### src/rtl/lbs_pkg.sv
// Package with the constants and carrier types of the latched-bus working-storage memory.
// ============================================================================
// How it works
// RULE_01 - The memory holds 256 words of 8 bits, addressed by an 8-bit address taken off the bus.
// RULE_02 - With master enable high the address is held and the bus is never driven.
// RULE_03 - Enable low, load high, write low: the bus is latched as address on the clock fall.
// RULE_04 - Enable low, load low, write high: the bus byte is written on the clock fall.
// RULE_05 - Enable, load and write all low: the addressed byte is driven, whatever the clock.
// RULE_06 - Read drive starts after the load strobe falls and stops after it rises.
// RULE_07 - Read drive starts after master enable falls and stops after it rises.
// RULE_08 - The processor never raises load and write strobes together.
// RULE_09 - Address and data share one two-way bus with no glue logic.
// RULE_10 - The processor does not drive the bus while the memory is reading.
package lbs_pkg;
    localparam int unsigned ADDR_W = 8;
    localparam int unsigned DATA_W = 8;
    localparam int unsigned DEPTH = 256;
    localparam int unsigned SYNC_STAGES = 2;

    // Sampled control pins, all taken through the pin synchronisers.
    typedef struct packed {
        logic master_enable_n;
        logic address_load_strobe;
        logic write_strobe;
        logic master_clk;
    } lbs_ctrl_t;

    typedef enum logic [1:0] {
        LBS_IDLE,
        LBS_LOAD,
        LBS_WRITE,
        LBS_READ
    } lbs_mode_t;
endpackage

### src/rtl/lbs_mem.sv
// Single-port storage array with registered read data.
`timescale 1ns/1ps
module lbs_mem #(
    parameter int unsigned ADDR_W = lbs_pkg::ADDR_W,
    parameter int unsigned DATA_W = lbs_pkg::DATA_W,
    parameter int unsigned DEPTH = lbs_pkg::DEPTH
) (
    input wire logic clk_i,
    input wire logic we_i,
    input wire logic [ADDR_W-1:0] addr_i,
    input wire logic [DATA_W-1:0] wdata_i,
    output logic [DATA_W-1:0] rdata_o
);
    logic [DATA_W-1:0] mem [DEPTH];

    // ========================================================================
    // Storage
    always_ff @(posedge clk_i) begin
        if (we_i) begin
            mem[addr_i] <= wdata_i; // [RULE_01]
        end
    end

    // Read-during-write returns the new byte so a read right after a write is fresh.
    always_ff @(posedge clk_i) begin
        if (we_i) begin
            rdata_o <= wdata_i;
        end else begin
            rdata_o <= mem[addr_i];
        end
    end
endmodule // lbs_mem

### src/rtl/lbs_sram.sv
// Top of the latched-bus working-storage memory: pin sampling, mode decode, bus drive.
`timescale 1ns/1ps
module lbs_sram #(
    parameter int unsigned ADDR_W = lbs_pkg::ADDR_W,
    parameter int unsigned DATA_W = lbs_pkg::DATA_W,
    parameter int unsigned DEPTH = lbs_pkg::DEPTH
) (
    input wire logic clk_i,
    input wire logic reset_i,
    input wire logic master_enable_n_i,
    input wire logic address_load_strobe_i,
    input wire logic write_strobe_i,
    input wire logic master_clk_i,
    input wire logic [DATA_W-1:0] shared_io_bus_i,
    output logic [DATA_W-1:0] shared_io_bus_o,
    output logic shared_io_bus_oe_o
);
    // ========================================================================
    // Pin synchronisers
    // Every pin is asynchronous to clk_i, so all of them pass two flops; the bus
    // data is delayed equally so it lines up with the strobes it belongs to.
    // The idle level keeps the master clock low so that leaving reset never
    // looks like a falling edge.
    localparam lbs_pkg::lbs_ctrl_t CTRL_IDLE = '{master_enable_n: 1'b1, default: 1'b0};

    lbs_pkg::lbs_ctrl_t ctrl_pins;
    lbs_pkg::lbs_ctrl_t ctrl_stage [lbs_pkg::SYNC_STAGES];
    logic [DATA_W-1:0] bus_stage [lbs_pkg::SYNC_STAGES];
    lbs_pkg::lbs_ctrl_t ctrl;
    logic [DATA_W-1:0] bus_sync;
    logic mclk_prev;

    assign ctrl_pins = '{master_enable_n: master_enable_n_i,
                         address_load_strobe: address_load_strobe_i,
                         write_strobe: write_strobe_i,
                         master_clk: master_clk_i};

    for (genvar s = 0; s < lbs_pkg::SYNC_STAGES; s++) begin : g_sync
        if (s == 0) begin : g_first
            always_ff @(posedge clk_i) begin
                if (reset_i) begin
                    ctrl_stage[s] <= CTRL_IDLE;
                end else begin
                    ctrl_stage[s] <= ctrl_pins;
                end
            end

            always_ff @(posedge clk_i) begin
                bus_stage[s] <= shared_io_bus_i; // [RULE_09]
            end
        end else begin : g_next
            always_ff @(posedge clk_i) begin
                if (reset_i) begin
                    ctrl_stage[s] <= CTRL_IDLE;
                end else begin
                    ctrl_stage[s] <= ctrl_stage[s-1];
                end
            end

            always_ff @(posedge clk_i) begin
                bus_stage[s] <= bus_stage[s-1];
            end
        end
    end

    assign ctrl = ctrl_stage[lbs_pkg::SYNC_STAGES-1];
    assign bus_sync = bus_stage[lbs_pkg::SYNC_STAGES-1];

    always_ff @(posedge clk_i) begin
        if (reset_i) begin
            mclk_prev <= 1'b0;
        end else begin
            mclk_prev <= ctrl.master_clk;
        end
    end

    // ========================================================================
    // Mode decode
    lbs_pkg::lbs_mode_t mode;
    logic mclk_fall;

    assign mclk_fall = mclk_prev && !ctrl.master_clk;

    always_comb begin
        mode = lbs_pkg::LBS_IDLE; // [RULE_02]
        if (!ctrl.master_enable_n) begin
            case ({ctrl.address_load_strobe, ctrl.write_strobe})
                2'b10: mode = lbs_pkg::LBS_LOAD; // [RULE_03]
                2'b01: mode = lbs_pkg::LBS_WRITE; // [RULE_04]
                2'b00: mode = lbs_pkg::LBS_READ; // [RULE_05]
                // Both strobes high is forbidden; treat it as hold and release.
                2'b11: mode = lbs_pkg::LBS_IDLE; // [RULE_08]
                default: mode = lbs_pkg::LBS_IDLE;
            endcase
        end
    end

    // ========================================================================
    // Address latch
    logic [ADDR_W-1:0] addr_latch;

    always_ff @(posedge clk_i) begin
        if (reset_i) begin
            addr_latch <= '0;
        end else if (mode == lbs_pkg::LBS_LOAD && mclk_fall) begin
            addr_latch <= bus_sync[ADDR_W-1:0]; // [RULE_03]
        end
    end

    // ========================================================================
    // Storage and write
    logic mem_we;
    logic [DATA_W-1:0] rdata;

    assign mem_we = (mode == lbs_pkg::LBS_WRITE) && mclk_fall; // [RULE_04]

    lbs_mem #(
        .ADDR_W(ADDR_W),
        .DATA_W(DATA_W),
        .DEPTH(DEPTH)
    ) u_mem (
        .clk_i(clk_i),
        .we_i(mem_we),
        .addr_i(addr_latch),
        .wdata_i(bus_sync),
        .rdata_o(rdata)
    );

    // ========================================================================
    // Bus drive
    // Drive follows the synchronised strobes, so it starts and ends a few clk_i
    // cycles after the pins move; the processor must leave that much margin.
    always_ff @(posedge clk_i) begin
        if (reset_i) begin
            shared_io_bus_oe_o <= 1'b0;
            shared_io_bus_o <= '0;
        end else begin
            shared_io_bus_oe_o <= (mode == lbs_pkg::LBS_READ); // [RULE_05] [RULE_06] [RULE_07]
            shared_io_bus_o <= rdata; // [RULE_10]
        end
    end
endmodule // lbs_sram

### config.mk
export PLATFORM = sky130hd
export DESIGN_NAME = lbs_sram
export DESIGN_NICKNAME = d
export VERILOG_FILES = /design/src/rtl/lbs_pkg.sv /design/src/rtl/lbs_mem.sv /design/src/rtl/lbs_sram.sv
export SDC_FILE = /design/constraint.sdc
export NUM_CORES = 2
export LEC_CHECK = 0
export BUFFER_PORTS_ARGS = -buffer_cell sky130_fd_sc_hd__buf_2
export CAP_MARGIN = 10
export CORE_ASPECT_RATIO = 0.75
export CORE_MARGIN = 5
export CORE_UTILIZATION = 33
export CTS_CLUSTER_DIAMETER = 30
export DETAILED_ROUTE_END_ITERATION = 16
export PLACE_DENSITY = 0.48
export SETUP_SLACK_MARGIN = 0.05
export SYNTH_ARGS = -nofsm -noshare
export SYNTH_HDL_FRONTEND = slang
export SYNTH_HIERARCHICAL = 1
export SYNTH_SLANG_ARGS = --single-unit
### constraint.sdc
create_clock -name clk_i -period 13.44 [get_ports clk_i]
set_input_delay 2.688 -clock clk_i [delete_from_list [all_inputs] [get_ports clk_i]]
set_output_delay 2.688 -clock clk_i [all_outputs]
set_load 0.02 [all_outputs]
==> impl_results.rst <==
.. list-table::
   :header-rows: 1

   * - Metric
     - Value
   * - Core area
     - 244000 um^2
   * - Failing checks
     - max-slew violations
   * - Hpwl dp
     - 136000 um
   * - Distinct cell type count after synthesis
     - 56
   * - Number of maximum-capacitance violations
     - 0
   * - Num ports
     - 23
   * - Setup violation total in the final timing report
     - 0
   * - Kind of critical path
     - register to register
   * - ANT nets after route
     - 0
   * - Crit start category
     - register
   * - Final Slew Violations
     - 48
   * - Count of H-tree levels built during CTS
     - 5
   * - Clk root buf
     - sky130_fd_sc_hd__clkbuf_16
   * - Top library cells by usage in the layout, fill and taps aside
     - sky130_fd_sc_hd__edfxtp_1, sky130_fd_sc_hd__mux4_2, sky130_fd_sc_hd__clkbuf_16
   * - Row Count
     - 157
   * - Worst slew margin
     - -2.15%
   * - Highest Clock Rate
     - 0.198 GHz
   * - Part of the total power dissipated in sequential elements
     - 43.2%
   * - Most common cell after layout, fill and taps aside
     - sky130_fd_sc_hd__edfxtp_1
   * - Post-route insts no fill
     - 7649
   * - Die Span X
     - 581 um
   * - Final min period
     - 5.04 ns
   * - Async SR Flop Fraction
     - 0%
   * - Buffer count from post-CTS setup fixing
     - 0
   * - Number of enable-type register cells in the synthesized netlist
     - 2048
   * - Dominant synthesized flop cell
     - sky130_fd_sc_hd__edfxtp_1
   * - CTS tree
     - yes
   * - Share of cells above drive strength 1
     - 28.1%
   * - Register-to-Register Path Depth
     - 9
   * - Switching part of the total
     - 20.8%
   * - Quantity of gates resized following cts
     - 0
   * - Min Hold Slack
     - 0.323 ns
   * - Number of failing hold endpoints at the final stage
     - 0
   * - I/O Buffers
     - 22
   * - End-of-flow core utilization
     - 39.8%
   * - Final nets
     - 4091
   * - First-iteration detailed-routing DRC count
     - 4564
   * - HP Class
     - register to register
   * - Latest clock arrival within the worst-skew pair
     - 0.86 ns
   * - Cell depth of the worst min-delay path
     - 0
   * - Transition time at the pin with the least slew margin
     - 1.53 ns
   * - Total routing resource utilization after global routing
     - 17.5%
   * - Total global routing overflow
     - 0
   * - Count of state elements after synthesis
     - 2098
   * - Power per unit of standard cell area
     - 172 nW/um^2
   * - Antenna violations before repair
     - 15
   * - Internal power consumption
     - 13.2 mW
   * - Num Clock Sinks
     - 2098
   * - Number of global-route vias before repair
     - 40500
   * - Run status
     - complete, but fails checks
   * - Post-route setup TNS
     - 0 ns
   * - Maximum number of pins on one net before global-route repair
     - 195
   * - Maximum number of buffers from clock root to sink
     - 4
   * - Sequential element share of the synthesized area
     - 77.4%
   * - Die Outline Area
     - 255000 um^2
   * - Wire length of the first global-routing pass
     - 321000 um
   * - CP Capture Type
     - register
   * - Worst-path fanout max
     - 43
   * - Synth Cell Area
     - 80700 um^2
   * - Routability-driven placement congestion ratio
     - 0.805
   * - Maximum resistive drop on vdd
     - 0.000132 V
   * - Total via count after detailed routing
     - 41200
   * - Crit path arrival time
     - 5.74 ns
   * - Routed wirelength normalized by instance count
     - 29.8 um
   * - Setup repair after global routing missed its margin
     - no
   * - Final Cycle Share
     - 37.5%
   * - Switching Power
     - 3.48 mW
   * - Clk pwr share
     - 56.2%
   * - Number of synthesis warnings
     - 6
   * - Relative area change from synthesis to final layout
     - 20.2%
   * - CTS Hold Bufs
     - 0
   * - Worst Clk Skew
     - 0.0479 ns
   * - Part of the total power dissipated in combinational logic
     - 0.6%
   * - Final Routed Wirelength
     - 228000 um
   * - Worst R2R Setup Slack
     - 8.40 ns
   * - Synthesized netlist net count
     - 3839
   * - Leak
     - 29.2 nW
   * - Vias/cell
     - 5.39
   * - Hold path endpoint
     - bus_stage[0][12]
   * - Req. time, crit path
     - 14.14 ns
   * - Drc violations
     - 0
   * - Worst-path clk slew
     - 0.06 ns
   * - Die extent in y
     - 438 um
   * - Number of cells produced by synthesis
     - 3825
   * - Detailed-router iteration count before antenna repair
     - 5
   * - Hold Crit Start
     - bus_stage[0][4]
   * - Initial cell density of the core
     - 33.1%
   * - Capturing point of the worst reg2reg path
     - shared_io_bus_o[5]
   * - Placed cell count
     - 6962
   * - Post-Syn Area per Cell
     - 21.1 um^2
   * - Number of buffers added by the clock tree synthesis step
     - 372
layer usage:
metal / part of all wire, % / global-route usage [%] / wire length (um)
met1: 48 / 28.0 / 110000
met2: 41 / 23.9 / 94400
met3: 8.2 / 3.83 / 18700
met4: 2.2 / 4.49 / 5120
met5: 0 / 0 / 0
cell usage after synthesis, types with 27 or more instances:
library cell	instances	area (um^2)
sky130_fd_sc_hd__edfxtp_1	2048	61500
sky130_fd_sc_hd__mux4_2	454	10200
sky130_fd_sc_hd__nor2_1	284	1070
sky130_fd_sc_hd__mux2i_1	142	1420
sky130_fd_sc_hd__a22oi_1	133	998
sky130_fd_sc_hd__clkbuf_1	114	428
sky130_fd_sc_hd__a21oi_1	96	480
sky130_fd_sc_hd__dfxtp_1	50	1000
sky130_fd_sc_hd__nor2b_1	46	288
sky130_fd_sc_hd__o221ai_1	46	403
sky130_fd_sc_hd__nand3_1	34	170
sky130_fd_sc_hd__nand2_1	33	124
sky130_fd_sc_hd__buf_2	31	155
sky130_fd_sc_hd__o22ai_1	28	175
sky130_fd_sc_hd__buf_4	27	203
power groups by stage:
stage | Clock, mW | Combinational (mW) | Sequential (mW)
final | 9.40 | 0.103 | 7.22
after global routing | 9.91 | 0.112 | 7.21
after detailed placement | 0 | 0.107 | 7.34
after CTS | 9.57 | 0.107 | 7.22
after floorplan | 0 | 0.00696 | 7.39
after global placement | 0 | 0.104 | 7.34
worst max-delay path by stage:
stage	startpoint	to	slack [ns]	cells past startpoint
3_5_place_dp	register	shared_io_bus_o[5]	8.48	9
3_3_place_gp	register	shared_io_bus_o[7]	7.99	10
2_1_floorplan	bus_stage[0][8]	u_mem/mem[0][0]	9.19	0
4_1_cts	register	shared_io_bus_o[5]	8.46	9
5_1_grt	register	shared_io_bus_o[6]	8.25	10
6_report	register	shared_io_bus_o[5]	8.40	9
area by class of cell:
type / instances / area, um^2
Antenna cell: 2 / 5.00
Tap cell: 3259 / 4080
Timing Repair Buffer: 115 / 921
Clock inverter: 263 / 2870
Multi-Input combinational cell: 1488 / 16800
Inverter: 2 / 7.51
Fill cell: 21600 / 147000
Sequential cell: 2098 / 62500
Clock buffer: 422 / 9770
cells by family after synthesis:
logic type             Yosys count  synth area share, %
buffers and inverters          239                 1.83
AOI/OAI and AO/OA              385                 3.37
and+or+nand+nor                504                 2.89
muxes                          599                 14.5
DFF                           2098                 77.4
registers in the layout, summed over array words and instances, names as in the netlist, named ones only:
signal	count
shared_io_bus_oe_o	1
addr_latch	8
u_mem/mem	2048
bus_stage	16
mclk_prev	1
shared_io_bus_o	8
ctrl_stage	8
metrics by stage:
stage	total power, mW	cell area [um^2]	setup WS, ns
2_1_floorplan	7.40	80700	9.19
3_3_place_gp	7.45	84400	7.99
3_5_place_dp	7.45	84400	8.48
4_1_cts	16.9	97000	8.46
5_1_grt	17.2	97000	8.25
6_report	16.7	97000	8.40
worst max-delay path, stage by stage (launching register included):
cell and delay [ns]:
sky130_fd_sc_hd__dfxtp_4 0.81, sky130_fd_sc_hd__buf_4 0.69, sky130_fd_sc_hd__buf_4 0.53, sky130_fd_sc_hd__mux4_2 0.38, sky130_fd_sc_hd__a22o_1 0.27, sky130_fd_sc_hd__a221oi_1 0.73, sky130_fd_sc_hd__o221ai_1 0.52, sky130_fd_sc_hd__a211oi_1 0.60
sky130_fd_sc_hd__nor4_1 0.09, sky130_fd_sc_hd__nor2b_1 0.16
Power figures use the tool's default switching activity.
